### src/core/sideband_pkg.sv
// Constants shared by the sideband reset and power-management sequencer.
// Assumes a single 25 MHz core clock and a 32-bit AHB-Lite register port.
package sideband_pkg;

    localparam int          CLK_PERIOD_NS    = 40;
    // Debounce window kept short so sync plus filter fits the tightest skew budget
    localparam int          DEBOUNCE_NS      = 40;
    localparam int          DEBOUNCE_CYCLES  = (DEBOUNCE_NS + CLK_PERIOD_NS - 1) / CLK_PERIOD_NS;
    localparam int          HALT_MIN_NS      = 1000;
    localparam int          HALT_MIN_CYCLES  = (HALT_MIN_NS + CLK_PERIOD_NS - 1) / CLK_PERIOD_NS;
    localparam int          CNT_W            = 8;

    localparam logic [31:0] CTRL_ADDR        = 32'h0000_0000;
    localparam logic [31:0] STATUS_ADDR      = 32'h0000_0004;
    localparam logic [31:0] NP_COUNT_ADDR    = 32'h0000_0008;

    localparam int          CTRL_SW_CHAIN    = 0;
    localparam int          CTRL_SW_SEC      = 1;
    localparam int          CTRL_WAKE        = 2;
    localparam int          CTRL_HOST_MODE   = 3;
    localparam int          CTRL_OD_EN       = 4;
    localparam int          CTRL_BRIDGE      = 5;
    localparam int          CTRL_W           = 6;
    localparam logic [5:0]  CTRL_RESET       = 6'h00;

    localparam int          ST_PG            = 0;
    localparam int          ST_RST_N         = 1;
    localparam int          ST_HALT_N        = 2;
    localparam int          ST_WAKE_N        = 3;
    localparam int          ST_STATE_LSB     = 4;
    localparam int          ST_COLD          = 8;
    localparam int          ST_ORDER_ERR     = 9;
    localparam int          ST_SHORT_HALT    = 10;

    typedef enum logic [1:0] {
        COLD_RESET,
        WARM_RESET,
        HALTED,
        ACTIVE
    } link_state_type;

endpackage

### src/core/sideband_filter.sv
// Two-flop synchroniser followed by a stability debounce for one slow pin.
// Assumes the pin is asynchronous to hclk and may edge slowly.
`timescale 1ns/10ps
module sideband_filter
    import sideband_pkg::*;
#(
    parameter logic RESET_VAL = 1'b0
) (
    input  wire logic hclk,
    input  wire logic hresetn,
    input  wire logic pin_in,
    output logic      fast_out,
    output logic      clean_out
);

    logic                meta_reg;
    logic                sync_reg;
    logic [CNT_W-1:0]    stable_reg;

    // Only sync_reg reads meta_reg
    always_ff @(posedge hclk or negedge hresetn) begin
        if (!hresetn) begin
            meta_reg <= RESET_VAL;
            sync_reg <= RESET_VAL;
        end else begin
            meta_reg <= pin_in;
            sync_reg <= meta_reg;
        end
    end

    always_ff @(posedge hclk or negedge hresetn) begin
        if (!hresetn) begin
            stable_reg <= '0;
            clean_out  <= RESET_VAL;
        end else if (sync_reg == clean_out) begin
            stable_reg <= '0;
        end else if (stable_reg >= CNT_W'(DEBOUNCE_CYCLES)) begin
            stable_reg <= '0;
            clean_out  <= sync_reg;
        end else begin
            stable_reg <= stable_reg + CNT_W'(1);
        end
    end

    assign fast_out = sync_reg;

    AST_FILTER_FOLLOWS_SYNC: assert property (@(posedge hclk) disable iff (!hresetn)
        (clean_out != $past(clean_out)) |-> (clean_out == $past(sync_reg)))
        else $error("Filtered level changed without a synchronised cause");

endmodule

### src/core/np_error_drain.sv
// Tracks outstanding nonposted requests toward the secondary chain and
// answers each with an error response once the secondary reset asserts.
// Assumes issue and done strobes come from logic on hclk.
`timescale 1ns/10ps
module np_error_drain
    import sideband_pkg::*;
(
    input  wire logic             hclk,
    input  wire logic             hresetn,
    input  wire logic             sec_reset_active,
    input  wire logic             np_issue,
    input  wire logic             np_done,
    output logic                  np_err_rsp,
    output logic [CNT_W-1:0]      np_count
);

    logic accept_issue;

    // New requests are not counted while the secondary is held in reset
    assign accept_issue = np_issue && !sec_reset_active;

    always_ff @(posedge hclk or negedge hresetn) begin
        if (!hresetn) begin
            np_count   <= '0;
            np_err_rsp <= 1'b0;
        end else if (sec_reset_active && np_count != '0) begin
            np_count   <= np_count - CNT_W'(1);
            np_err_rsp <= 1'b1;
        end else begin
            np_err_rsp <= 1'b0;
            if (accept_issue && !np_done && np_count != '1) begin
                np_count <= np_count + CNT_W'(1);
            end else if (!accept_issue && np_done && np_count != '0) begin
                np_count <= np_count - CNT_W'(1);
            end
        end
    end

    AST_NP_ERR_ON_RESET: assert property (@(posedge hclk) disable iff (!hresetn)
        (sec_reset_active && np_count != '0) |=> np_err_rsp)
        else $error("Outstanding nonposted request not answered with error");

endmodule

### src/core/sideband_sequencer.sv
// Sideband reset and power-management sequencer with an AHB-Lite register port.
// Assumes all sideband pins are asynchronous and externally pulled up;
// the outside world resolves each open-drain pin from its enable.
//
// The placing of the registers and the AHB-Lite interface to the registers were chosen for this implementation.
`timescale 1ns/10ps
// Function
// - Power loss and reset override link halt
// - Sample power-good and reset; optional open-drain pull
// - Debounce all slow sideband inputs before use; the synchronised, undebounced chain reset also gates link enable and wake
// - Wake request is open-drain wired-OR
// - Sideband skew stays within per-signal limits
// - Tolerate power-good skew up to 200us
// - Bridge has separate secondary pins it drives
// - Bridge forwards primary downstream, never upstream
// - Secondary reset errors all outstanding nonposted requests
// - Host bridge drives and samples chain pair
// - Host reset propagates onto chain reset
// - Ignore inputs faster than input synchronisation
// - Power loss during reset means cold reset
module sideband_sequencer
    import sideband_pkg::*;
(
    input  wire logic              hclk,
    input  wire logic              hresetn,
    input  wire logic              hsel,
    input  wire logic [31:0]       haddr,
    input  wire logic [1:0]        htrans,
    input  wire logic              hwrite,
    input  wire logic [2:0]        hsize,
    input  wire logic [31:0]       hwdata,
    input  wire logic              hready,
    output logic [31:0]            hrdata,
    output logic                   hreadyout,
    output logic                   hresp,
    input  wire logic              power_good_in,
    output logic                   power_good_out,
    output logic                   power_good_oe,
    input  wire logic              chain_reset_n_in,
    output logic                   chain_reset_n_out,
    output logic                   chain_reset_n_oe,
    input  wire logic              link_halt_n_in,
    input  wire logic              link_wake_req_n_in,
    output logic                   link_wake_req_n_out,
    output logic                   link_wake_req_n_oe,
    input  wire logic              host_reset_n_in,
    output logic                   sec_power_good_out,
    output logic                   sec_power_good_oe,
    output logic                   sec_chain_reset_n_out,
    output logic                   sec_chain_reset_n_oe,
    input  wire logic              np_issue,
    input  wire logic              np_done,
    output logic                   np_err_rsp,
    output logic                   link_enable
);

    logic                  pg_clean;
    logic                  rst_n_clean;
    logic                  rst_n_fast;
    logic                  halt_n_clean;
    logic                  wake_n_clean;
    logic                  host_rst_n_clean;
    logic [CTRL_W-1:0]     ctrl_reg;
    link_state_type        state_reg;
    link_state_type        state_next;
    logic                  cold_reg;
    logic                  order_err_reg;
    logic                  short_halt_reg;
    logic [CNT_W-1:0]      halt_cnt_reg;
    logic                  halt_prev_reg;
    logic                  sec_reset_active;
    logic [CNT_W-1:0]      np_count;
    logic                  wr_pend_reg;
    logic [31:0]           wr_addr_reg;
    logic                  addr_phase;
    logic                  order_err_set;
    logic                  short_halt_set;

    sideband_filter #(.RESET_VAL(1'b0)) pg_filter (
        .hclk      (hclk),
        .hresetn   (hresetn),
        .pin_in    (power_good_in),
        .fast_out  (),
        .clean_out (pg_clean)
    );

    sideband_filter #(.RESET_VAL(1'b0)) rst_filter (
        .hclk      (hclk),
        .hresetn   (hresetn),
        .pin_in    (chain_reset_n_in),
        .fast_out  (rst_n_fast),
        .clean_out (rst_n_clean)
    );

    sideband_filter #(.RESET_VAL(1'b1)) halt_filter (
        .hclk      (hclk),
        .hresetn   (hresetn),
        .pin_in    (link_halt_n_in),
        .fast_out  (),
        .clean_out (halt_n_clean)
    );

    sideband_filter #(.RESET_VAL(1'b1)) wake_filter (
        .hclk      (hclk),
        .hresetn   (hresetn),
        .pin_in    (link_wake_req_n_in),
        .fast_out  (),
        .clean_out (wake_n_clean)
    );

    sideband_filter #(.RESET_VAL(1'b0)) host_filter (
        .hclk      (hclk),
        .hresetn   (hresetn),
        .pin_in    (host_reset_n_in),
        .fast_out  (),
        .clean_out (host_rst_n_clean)
    );

    np_error_drain np_drain (
        .hclk             (hclk),
        .hresetn          (hresetn),
        .sec_reset_active (sec_reset_active),
        .np_issue         (np_issue),
        .np_done          (np_done),
        .np_err_rsp       (np_err_rsp),
        .np_count         (np_count)
    );

    // Power loss first, then reset, then halt
    always_comb begin
        if (!pg_clean) begin
            state_next = COLD_RESET;
        end else if (!rst_n_clean) begin
            state_next = (state_reg == COLD_RESET) ? COLD_RESET : WARM_RESET;
        end else if (!halt_n_clean) begin
            state_next = HALTED;
        end else begin
            state_next = ACTIVE;
        end
    end

    always_ff @(posedge hclk or negedge hresetn) begin
        if (!hresetn) begin
            state_reg <= COLD_RESET;
        end else begin
            state_reg <= state_next;
        end
    end

    // Remembers the kind of the last reset until the next one starts
    always_ff @(posedge hclk or negedge hresetn) begin
        if (!hresetn) begin
            cold_reg <= 1'b1;
        end else if (state_next == COLD_RESET) begin
            cold_reg <= 1'b1;
        end else if (state_next == WARM_RESET && state_reg != WARM_RESET) begin
            cold_reg <= 1'b0;
        end
    end

    // Halt still low when a warm reset releases breaks the release order
    assign order_err_set  = rst_n_clean && !halt_prev_reg && !halt_n_clean
                            && state_reg == WARM_RESET;
    assign short_halt_set = halt_n_clean && !halt_prev_reg
                            && halt_cnt_reg < CNT_W'(HALT_MIN_CYCLES);

    always_ff @(posedge hclk or negedge hresetn) begin
        if (!hresetn) begin
            halt_prev_reg <= 1'b1;
            halt_cnt_reg  <= '0;
        end else begin
            halt_prev_reg <= halt_n_clean;
            if (halt_n_clean) begin
                halt_cnt_reg <= '0;
            end else if (halt_cnt_reg != '1) begin
                halt_cnt_reg <= halt_cnt_reg + CNT_W'(1);
            end
        end
    end

    // Set wins over a write-one clear in the same cycle
    always_ff @(posedge hclk or negedge hresetn) begin
        if (!hresetn) begin
            order_err_reg  <= 1'b0;
            short_halt_reg <= 1'b0;
        end else begin
            if (order_err_set) begin
                order_err_reg <= 1'b1;
            end else if (wr_pend_reg && wr_addr_reg == STATUS_ADDR && hwdata[ST_ORDER_ERR]) begin
                order_err_reg <= 1'b0;
            end
            if (short_halt_set) begin
                short_halt_reg <= 1'b1;
            end else if (wr_pend_reg && wr_addr_reg == STATUS_ADDR && hwdata[ST_SHORT_HALT]) begin
                short_halt_reg <= 1'b0;
            end
        end
    end

    // AHB-Lite slave, zero wait states, always OKAY
    assign addr_phase = hsel && hready && htrans[1];
    assign hreadyout  = 1'b1;
    assign hresp      = 1'b0;

    always_ff @(posedge hclk or negedge hresetn) begin
        if (!hresetn) begin
            wr_pend_reg <= 1'b0;
            wr_addr_reg <= 32'h0000_0000;
        end else begin
            wr_pend_reg <= addr_phase && hwrite;
            wr_addr_reg <= haddr;
        end
    end

    always_ff @(posedge hclk or negedge hresetn) begin
        if (!hresetn) begin
            ctrl_reg <= CTRL_RESET;
        end else if (wr_pend_reg && wr_addr_reg == CTRL_ADDR) begin
            ctrl_reg <= hwdata[CTRL_W-1:0];
        end
    end

    always_ff @(posedge hclk or negedge hresetn) begin
        if (!hresetn) begin
            hrdata <= 32'h0000_0000;
        end else if (addr_phase && !hwrite) begin
            if (haddr == CTRL_ADDR) begin
                hrdata <= {26'h000_0000, ctrl_reg};
            end else if (haddr == STATUS_ADDR) begin
                hrdata <= {21'h00_0000, short_halt_reg, order_err_reg, cold_reg, 2'h0,
                           state_reg, wake_n_clean, halt_n_clean, rst_n_clean, pg_clean};
            end else if (haddr == NP_COUNT_ADDR) begin
                hrdata <= {24'h00_0000, np_count};
            end else begin
                hrdata <= 32'h0000_0000;
            end
        end
    end

    // Primary pair: pulled only by software or host reset, never by the secondary
    always_ff @(posedge hclk or negedge hresetn) begin
        if (!hresetn) begin
            chain_reset_n_oe <= 1'b0;
            power_good_oe    <= 1'b0;
        end else begin
            chain_reset_n_oe <= (ctrl_reg[CTRL_OD_EN] || ctrl_reg[CTRL_HOST_MODE])
                                && (ctrl_reg[CTRL_SW_CHAIN]
                                    || (ctrl_reg[CTRL_HOST_MODE] && !host_rst_n_clean));
            power_good_oe    <= ctrl_reg[CTRL_HOST_MODE] && !host_rst_n_clean;
        end
    end

    assign chain_reset_n_out = 1'b0;
    assign power_good_out    = 1'b0;

    // Secondary pair copies the primary downward only
    always_ff @(posedge hclk or negedge hresetn) begin
        if (!hresetn) begin
            sec_chain_reset_n_oe <= 1'b1;
            sec_power_good_oe    <= 1'b1;
            sec_reset_active     <= 1'b1;
        end else begin
            sec_chain_reset_n_oe <= ctrl_reg[CTRL_BRIDGE]
                                    && (!rst_n_clean || ctrl_reg[CTRL_SW_SEC]);
            sec_power_good_oe    <= ctrl_reg[CTRL_BRIDGE] && !pg_clean;
            sec_reset_active     <= ctrl_reg[CTRL_BRIDGE]
                                    && (!rst_n_clean || !pg_clean || ctrl_reg[CTRL_SW_SEC]);
        end
    end

    assign sec_chain_reset_n_out = 1'b0;
    assign sec_power_good_out    = 1'b0;

    // The raw synchronised reset cuts the wake pull two cycles before the filter would
    always_ff @(posedge hclk or negedge hresetn) begin
        if (!hresetn) begin
            link_wake_req_n_oe <= 1'b0;
            link_enable        <= 1'b0;
        end else begin
            link_wake_req_n_oe <= ctrl_reg[CTRL_WAKE] && rst_n_fast && halt_n_clean
                                  && state_next == ACTIVE;
            link_enable        <= rst_n_fast && state_next == ACTIVE;
        end
    end

    assign link_wake_req_n_out = 1'b0;

    AST_COLD_PRIORITY: assert property (@(posedge hclk) disable iff (!hresetn)
        !pg_clean |=> state_reg == COLD_RESET)
        else $error("Power loss did not force cold reset");

    AST_RESET_OVER_HALT: assert property (@(posedge hclk) disable iff (!hresetn)
        (!rst_n_clean && !halt_n_clean) |=> state_reg != HALTED && !link_enable)
        else $error("Halt took precedence over reset");

    AST_WARM_KEEPS_COLD: assert property (@(posedge hclk) disable iff (!hresetn)
        (state_reg == COLD_RESET && pg_clean && !rst_n_clean) |=> state_reg == COLD_RESET)
        else $error("Cold reset turned warm while reset held");

    AST_WAKE_NOT_IN_HALT: assert property (@(posedge hclk) disable iff (!hresetn)
        link_wake_req_n_oe |-> $past(halt_n_clean) && $past(ctrl_reg[CTRL_WAKE]))
        else $error("Wake request pulled while halted or unrequested");

    AST_IGNORE_ON_RESET: assert property (@(posedge hclk) disable iff (!hresetn)
        !rst_n_fast |=> !link_enable && !link_wake_req_n_oe)
        else $error("Inputs not ignored after reset seen");

    AST_BRIDGE_FORWARD: assert property (@(posedge hclk) disable iff (!hresetn)
        (ctrl_reg[CTRL_BRIDGE] && !rst_n_clean) |=> sec_chain_reset_n_oe)
        else $error("Primary reset not forwarded to secondary");

    AST_HOST_PROPAGATE: assert property (@(posedge hclk) disable iff (!hresetn)
        (ctrl_reg[CTRL_HOST_MODE] && !host_rst_n_clean) |=> chain_reset_n_oe && power_good_oe)
        else $error("Host reset not driven onto chain pair");

    AST_NO_UPWARD_DRIVE: assert property (@(posedge hclk) disable iff (!hresetn)
        chain_reset_n_oe |-> $past(ctrl_reg[CTRL_SW_CHAIN])
                             || !$past(host_rst_n_clean))
        else $error("Primary reset pulled without a primary-side cause");

    AST_SHORT_HALT_FLAG: assert property (@(posedge hclk) disable iff (!hresetn)
        short_halt_set |=> short_halt_reg)
        else $error("Short halt not recorded");

    COV_WARM_RESET: cover property (@(posedge hclk) disable iff (!hresetn)
        state_reg == WARM_RESET ##1 state_reg == ACTIVE);
    COV_HALT_CYCLE: cover property (@(posedge hclk) disable iff (!hresetn)
        state_reg == ACTIVE ##1 state_reg == HALTED ##[1:50] state_reg == ACTIVE);
    COV_NP_DRAIN: cover property (@(posedge hclk) disable iff (!hresetn)
        np_err_rsp ##1 np_err_rsp);
    COV_WAKE: cover property (@(posedge hclk) disable iff (!hresetn) link_wake_req_n_oe);

endmodule

### config.mk
export PLATFORM = sky130hd
export DESIGN_NAME = sideband_sequencer
export DESIGN_NICKNAME = d
export VERILOG_FILES = /design/src/core/sideband_pkg.sv /design/src/core/sideband_filter.sv /design/src/core/np_error_drain.sv /design/src/core/sideband_sequencer.sv
export SDC_FILE = /design/constraint.sdc
export NUM_CORES = 1
export LEC_CHECK = 0
export BUFFER_PORTS_ARGS = -buffer_cell sky130_fd_sc_hd__buf_2
export CORE_ASPECT_RATIO = 0.75
export CORE_MARGIN = 3
export CORE_UTILIZATION = 55
export CTS_BUF_LIST = sky130_fd_sc_hd__clkbuf_4 sky130_fd_sc_hd__clkbuf_8
export DETAILED_ROUTE_END_ITERATION = 6
export PLACE_DENSITY_LB_ADDON = 0.15
export SETUP_SLACK_MARGIN = 0.02
export SYNTH_ARGS = -nofsm -noshare
export SYNTH_HDL_FRONTEND = slang
export SYNTH_SLANG_ARGS = --single-unit
### constraint.sdc
create_clock -name hclk -period 1.9 [get_ports hclk]
set_input_delay 0.095 -clock hclk [delete_from_list [all_inputs] [get_ports hclk]]
set_output_delay 0.095 -clock hclk [all_outputs]
set_load 0.01 [all_outputs]
# Yosys cells after proc, flatten, opt, wreduce, memory -nomap -nowiden
# Index checks and enable logic that the tools add are counted.
# word_totals
in_bits	81
wordCells	159
regBits	156
# classes
bitwise	5
mux	29
n_reduce_logical	58
n_eq_ne	14
n_addsub	8
n_lt_le_gt_ge	6
# ops
op	count
2-to-1 mux 8 bit	16
equality test 32 x 3 -> 1 bit (second input constant)	2
logical NOT 32 bit	2
adder 8 x 1 -> 8 bit (second input constant)	7
greater-or-equal comparator 8 x 1 -> 1 bit (second input constant)	5
equality test 32 x 4 -> 1 bit (second input constant)	1
logical AND 1 bit	29
2-to-1 mux 11 bit	2
!= test 8 bit (second input constant)	2
AND reduction 2 bit	5
logical NOT 1 bit	9
2-to-1 mux 1 bit	9
less-than comparator 8 x 5 -> 1 bit (second input constant)	1
nonzero test 2 bit	4
nonzero test 8 bit	1
subtractor 8 x 1 -> 8 bit (second input constant)	1
equality test 1 bit	5
logical OR 1 bit	5
inverter 1 bit	5
equality test 2 x 1 -> 1 bit (second input constant)	2
logical NOT 2 bit	2
2-to-1 mux 2 bit	2
nonzero test 3 bit	1
equality test 2 bit (second input constant)	1
!= test 2 x 1 -> 1 bit (second input constant)	1

# Depth between registers and ports, before layout
# Gate-level depths: netlist of the first run.
# logic_depth
depth_word	8
ltp_mapped	6
depth_no_buf	6

# By module
# Synthesis of the first run repeated with hierarchy kept, for this count alone.
# hier_totals
cells_unflattened	460
hier_area_um2	5586.6
# modules_own_cells
module	instances	seq_area_each_um2	area_each_um2	cells_per_inst
sideband_sequencer	1	1783.0	2857.7	249
sideband_filter (host_filter ...)	3	275.3	416.6	28
sideband_filter (halt_filter ...)	2	279.0	420.4	28
np_error_drain	1	225.2	638.1	71

# Worst setup path after synthesis of the first run
# No wires, ideal clock.
# synth_path
path_kind	register -> register
startpoint	register sec_reset_active
endpoint	register np_drain.np_count[7]
path_slack_ps	255
arrival_time_ps	1527
path_buffers	0
stages_incl_launch_ff	5
synth_period_minus_slack_ps	1645
path_cell_list	dfstp_2 -> or3b_4 -> a2111o_1 -> a22o_1 -> a21o_1
# synth_via
elab_chain_len	6
# synth_rtl
item	line_no	source
from (decl)	sideband_sequencer.sv:71	logic sec_reset_active;
from (signal assigned)	sideband_sequencer.sv:266	sec_reset_active <= ctrl_reg[CTRL_BRIDGE]
logical NOT 1 bit	np_error_drain.sv:20	assign accept_issue = np_issue && !sec_reset_active;
logical AND 1 bit	np_error_drain.sv:20	
logical AND 1 bit / logical NOT 1 bit (equally long branches)	np_error_drain.sv:31, np_error_drain.sv:33	
logical AND 1 bit, on equally long branches	np_error_drain.sv:31, np_error_drain.sv:33	
2-to-1 mux 8 bit / logical AND 1 bit (equally long branches)	np_error_drain.sv:31, np_error_drain.sv:33	
2-to-1 mux 8 bit / nonzero test 3 bit (equally long branches)	-	
to (signal assigned)	np_error_drain.sv:27	np_count <= np_count - CNT_W'(1);
to (signal assigned)	np_error_drain.sv:32	np_count <= np_count + CNT_W'(1);
to (signal assigned)	np_error_drain.sv:34	np_count <= np_count - CNT_W'(1);
to (decl)	np_error_drain.sv:14	output logic [CNT_W-1:0] np_count
# Several ways; a longest one is shown, not always the timed one.
# A chain may end at the register's enable or synchronous reset.

# Final worst setup path of the first run
# layout_path
startpoint	register wr_addr_reg[21]
endpoint	register ctrl_reg[2]
# layout_via
elab_chain_len	2
# layout_rtl
item	line_no	source
from (decl)	sideband_sequencer.sv:74	logic [31:0] wr_addr_reg;
from (signal assigned)	sideband_sequencer.sv:211	wr_addr_reg <= haddr;
logical NOT 32 bit	sideband_sequencer.sv:218	end else if (wr_pend_reg && wr_addr_reg == CTRL_ADDR) begin
logical AND 1 bit	sideband_sequencer.sv:218	
to (signal assigned)	sideband_sequencer.sv:219	ctrl_reg <= hwdata[CTRL_W-1:0];
to (decl)	sideband_sequencer.sv:63	logic [CTRL_W-1:0] ctrl_reg;
# Every way passes these cells.

==> results of run 1 <==
==> worst max-delay path, cell delays in order (launching register included) <==
cell     delay, ps
dfrtp_1        370
nor4_1         350
nand4_1        240
nor3_2         220
buf_4          190
mux2_2         330
==> report_power, final <==
group	total (mW)	internal (mW)	switching [mW]
Sequential	3.27	3.06	0.211
Clock	2.63	1.55	1.08
Combinational	0.796	0.378	0.418
Total	6.70	4.99	1.71
==> placed cells by master (no fill, tap or decap), types with 2 or more instances in the layout <==
| master | n |
|---|---|
| o31ai_1 | 9 |
| and3_1 | 3 |
| a21boi_0 | 2 |
| nand4_1 | 7 |
| clkinv_4 | 3 |
| dlygate4sd3_1 | 48 |
| mux2_2 | 11 |
| mux2i_1 | 8 |
| xor2_1 | 9 |
| nor2b_1 | 3 |
| nor2_1 | 31 |
| o22ai_1 | 4 |
| nand3_1 | 12 |
| clkinvlp_4 | 2 |
| xnor2_1 | 8 |
| nor4_1 | 15 |
| inv_1 | 25 |
| o41ai_2 | 2 |
| nor4_2 | 5 |
| o21ai_0 | 7 |
| a21oi_1 | 9 |
| clkinv_2 | 2 |
| clkbuf_8 | 20 |
| nor3_1 | 7 |
| conb_1 | 53 |
| ha_1 | 20 |
| dfrtp_1 | 124 |
| nand2_1 | 38 |
| bufinv_16 | 4 |
| nor4b_1 | 6 |
| nand2b_1 | 3 |
| and2_1 | 6 |
| buf_4 | 11 |
| o2bb2ai_1 | 2 |
| buf_2 | 69 |
| dfstp_2 | 11 |
| o2111ai_1 | 2 |
==> repair_timing <==
action | in CTS | in global routing
hold endpoints to repair | 76 | 0
hold buffers | 48 | 0
endpoints found under the setup margin | 0 | 12
setup buffers | 0 | 1
resized for setup | 0 | 6
==> synthesized netlist by cell type (all sizes together), types with 9 or more instances <==
master	instances	area (um^2)
nand3	12	60.1
a21oi	9	45.0
dfrtp	124	3100
o31ai	9	67.6
nor2	31	116
inv	25	93.8
dfstp	11	289
mux2	11	124
ha	20	250
xor2	9	78.8
buf	33	253
nor4	20	131
nand2	38	143
==> final timing paths <==
check,startpoint,end,slack [ps],cells after the start
min,hresetn,wr_addr_reg[15],140,2
min reg2reg,pg_filter.meta_reg,pg_filter.fast_out,360,0
max reg2reg,wr_addr_reg[21],ctrl_reg[2],80,5
max,wr_addr_reg[21],ctrl_reg[2],80,5
max in group asynchronous,hresetn,sec_chain_reset_n_oe,1030,3
min in group hclk,np_done,np_drain.np_count[7],190,5
==> layout make-up <==
cell class,instances,area share
clock buffers,21,0.0405
inverters,25,0.0135
well taps,128,0.0230
clock inverters,11,0.0246
flip-flops and latches,135,0.486
multi-input cells,303,0.279
repair buffers,129,0.133
==> per-layer routing <==
layer | routed length [um] | vias to the layer above | part of all wire | GRT usage
met5 | 0 | - | 0 | 0
met4 | 185 | 0 | 0.016 | 0.0746
met3 | 732 | 19 | 0.065 | 0.0684
met2 | 5530 | 149 | 0.49 | 0.341
met1 | 4780 | 1794 | 0.43 | 0.282
li1 | - | 1793 | - | -
==> cells by family after synthesis <==
logic type / after synthesis
mux: 19
simple gates: 146
buf+inv: 63
xor+xnor: 17
fa+ha+maj: 20
compound gates: 48
flops: 135
other cells: 2
==> results.yml, run 1 <==
run_status:
  outcome: "finished clean"
power:
  powerDensity_mw_per_mm2: 960
  irDropWorstVdd_mv: 0.798
  fin_total_pwr_mw: 6.70
  p_leak_nw: 3.26
worst_setup_path:
  path_class: "register to register"
  crit_arrival_ps: 2130
  endpoint_kind: "register"
  worstPathRequired_ps: 2210
  cp-start-kind: "register"
  crit_fanout: 6
floorplan:
  die_h_um: 92.4
  ios: 127
  core_area_mm2: 0.00938
  die-width_um: 121
  start_util: 0.584
  rows: 30
  die-area_mm2: 0.0112
global_route:
  globalRoute.totalOverflow: 0
  grt_pass1_wl_um: 18500
  grt_pass1_vias: 3799
  antenna_found_initial: 0
  grt_max_degree: 63
  grt_use_total: 0.215
synth:
  syn_inst: 450
  avgSynthCellArea_um2: 12.2
  post_synth_xor_area_fraction: 0.0272
  synthArstFlopShare: 1.00
  synthSimpleGateAreaFrac: 0.138
  ys_warn_count: 0
  synth_mux_area_frac: 0.0372
  mappedNetlistArea_mm2: 0.00548
  ys_seq_area_frac: 0.619
  synth_compound_area_frac: 0.0644
  synth.distinct_cells: 52
  synth_ff_type: "dfrtp_1"
  synth_edf_count: 0
  synth_top_family_by_area: "simple AND/OR/NAND/NOR gates"
  synth_fa_ha_area_frac: 0.0457
  ys_ff_latch: 135
place:
  io_buffers: 70
  gp_congestion: 0.840
  placed_area_mm2: 0.00600
  dpl.hpwl_um: 7370
  dp_cells: 671
  dpl_worst_slack_ps: 84.7
sta:
  finalCritPeriodShare: 0.956
  fin_ws_ps: 83.1
  tightest_slew_ps: 576
  fmax_mhz: 550
  setup_violations: 0
  rsz0062_at_grt: "true"
  slew_headroom: 0.615
  hold-worst-slack_ps: 139
  maxSlewViolCount: 0
  min_period_ps: 1820
  setup-tns-final_ps: 0
  hold_viol: 0
  clock_skew_ps: 12.5
drt:
  ant_nets: 0
  via_count: 3755
  drt_iter0_markers: 180
  dr.pass1.iters: 5
  wl_per_cell_um: 14.9
  drc: 0
  wl_um: 11200
  viasPerCell: 4.99
flow_run:
  maxCapViolCount: 0
final_layout:
  fin_nets: 712
  multi_input_area_mm2: 0.00195
  final_layout_size_suffix_gt1_frac: 0.237
  utilization: 0.743
  fin_area_mm2: 0.00698
  syn_to_final_growth_pct: 27.4
  antenna_cells: 0
  fillers: 646
  layout.cells.non_filler: 752
  largest_reg_flops: 32
  ff_latch_area_mm2: 0.00339
cts:
  htree_levels: 4
  cts_tree: "built"
  clk_pin_slew_worst_paths_ps: 80
  cts-root-buf: "clkbuf_8"
  cts_max_path_buffers: 2
  worstSkewPairLatency_ps: 430
  cts_buffers: 17
  clock-sinks: 135
min_path:
  hp-class: "primary input to async pin"
(Power assumes the default switching activity.)
==> inputs of run 2 (changes only) <==
- CAP_MARGIN: not set -> 0
- CORE_ASPECT_RATIO: 0.75 -> 0.7
- HOLD_SLACK_MARGIN: not set -> 0.15
==> run 2 against run 1 <==
The run now ends with setup timing left. Routed wire length up 8.4%. Clock power up 4%. Critical path depth up 2. Via count up 2.9%. Power up 2.1%. First-iteration DRC count up 120%. Non-clock buffer count up 1. Count of clock-buffer cells in the layout down 1. Register-to-register slack worse by 60 ps. Sequential share of layout area down 0.29 points.
==> results.yml, run 2 (synthesis gave the netlist of run 1 again) <==
sta:
  maxSlewViolCount: 0
  fmax_mhz: 524
  setup_violations: 1
  fin_ws_ps: -7.35
  hold_viol: 0
  rsz0062_at_grt: "true"
  min_period_ps: 1910
  slew_headroom: 0.591
  finalCritPeriodShare: 1.00
  tightest_slew_ps: 614
  clock_skew_ps: 17.3
  setup-tns-final_ps: -7.35
cts:
  cts_max_path_buffers: 2
  worstSkewPairLatency_ps: 440
  clk_pin_slew_worst_paths_ps: 80
  htree_levels: 4
  clock-sinks: 135
  cts-root-buf: "clkbuf_8"
  cts_tree: "built"
  cts_buffers: 17
final_layout:
  fin_area_mm2: 0.00702
  fin_nets: 713
  largest_reg_flops: 32
  syn_to_final_growth_pct: 28.1
  antenna_cells: 0
  layout.cells.non_filler: 749
  mostFrequentLayoutCells: "dfrtp_1 (124), buf_2 (69), conb_1 (53)"
  final_layout_size_suffix_gt1_frac: 0.240
  layout_commonest_cell: "dfrtp_1"
  utilization: 0.750
min_path:
  hp-class: "primary input to register"
drt:
  wl_um: 12200
  wl_per_cell_um: 16.2
  via_count: 3863
  viasPerCell: 5.16
  ant_nets: 0
  drt_iter0_markers: 397
  dr.pass1.iters: 5
  drc: 0
worst_setup_path:
  path_class: "primary input to register"
  crit_arrival_ps: 2230
  endpoint_kind: "register"
  worstPathRequired_ps: 2220
  cp-start-kind: "primary input"
  crit_fanout: 11
  worstPathCellList: "dlygate4sd3_1 > buf_2 > or4_1 > nor3_1 > nand4_1 > buf_4 > o41ai_1"
  crit_slowest_cell: "dlygate4sd3_1"
  crit_path_max_incr_delay_ps: 550
place:
  placed_area_mm2: 0.00601
  io_buffers: 70
  dp_cells: 668
  dpl.hpwl_um: 7470
  gp_congestion: 0.871
power:
  powerDensity_mw_per_mm2: 974
  irDropWorstVdd_mv: 0.559
  p_leak_nw: 3.27
  fin_total_pwr_mw: 6.84
global_route:
  globalRoute.totalOverflow: 0
  use_met3: 0.0663
  grt_use_met2: 0.365
  grt_pass1_vias: 3878
  antenna_found_initial: 0
  use_met1: 0.294
  busiest_layer: "met2"
  grt_max_degree: 45
  grt_use_total: 0.226
  grt_pass1_wl_um: 19300
floorplan:
  die_h_um: 89.5
  die-area_mm2: 0.0112
  core_area_mm2: 0.00936
  ios: 127
  die-width_um: 125
  start_util: 0.585
  rows: 29
run_status:
  failed_checks: "setup timing"
  outcome: "complete, but fails checks"
flow_run:
  maxCapViolCount: 0
## run 2: layer usage
layer  up-vias  routed length [um]
li1       1801                   -
met1      1873                5210
met2       165                5910
met3        24                 761
met4         0                 278
met5         -                   0
## run 2: metrics by stage
| stage | hold slack, ps | worst slack [ps] |
|---|---|---|
| 6_report | 177 | -7.35 |
| 5_1_grt | 182 | -79.3 |
| 4_1_cts | 161 | -16.0 |
| 3_5_place_dp | 150 | 17.5 |
| 3_3_place_gp | 142 | 57.8 |
| 2_1_floorplan | -201 | 255 |
## run 2: final cells by class
| cell class | instances | area (um^2) |
|---|---|---|
| Sequential cell | 135 | 3390 |
| Fill cell | 633 | 2340 |
| Multi-Input combinational cell | 303 | 1960 |
| Timing Repair Buffer | 130 | 948 |
| Clock buffer | 20 | 263 |
| Clock inverter | 12 | 203 |
| Tap cell | 124 | 155 |
| Inverter | 25 | 93.8 |
## run 2: worst max-delay path, delay by kind of cell
family / cells / cell delay (ps)
AO/OA/AOI/OAI: 1 / 290
AND/OR/NAND/NOR: 3 / 950
buffers and inverters: 3 / 890
## run 2: repair_timing
action,4_1_cts,5_1_grt
pin swaps,0,2
hold buffers,48,0
setup buffers,0,1
setup endpoints to repair,1,14
endpoints found under the hold margin,177,0
resized for setup,0,8
## run 2: report_power, final
group / total, mW / switching [mW] / internal (mW)
clock network: 2.73 / 1.10 / 1.63
registers: 3.28 / 0.226 / 3.06
logic: 0.827 / 0.441 / 0.387
total: 6.84 / 1.77 / 5.07
## run 2: worst paths after layout
path | start | end | slack (ps) | cells after the start
setup reg to reg | wr_addr_reg[4] | ctrl_reg[2] | 20 | 6
hold / removal | np_done | np_drain.np_count[7] | 180 | 5
max in group asynchronous | hresetn | halt_prev_reg | 980 | 3
hold reg to reg | rst_filter.meta_reg | rst_filter.fast_out | 350 | 0
setup / recovery | haddr[4] | hrdata[10] | -7 | 7
min in group asynchronous | hresetn | wr_addr_reg[14] | 230 | 2
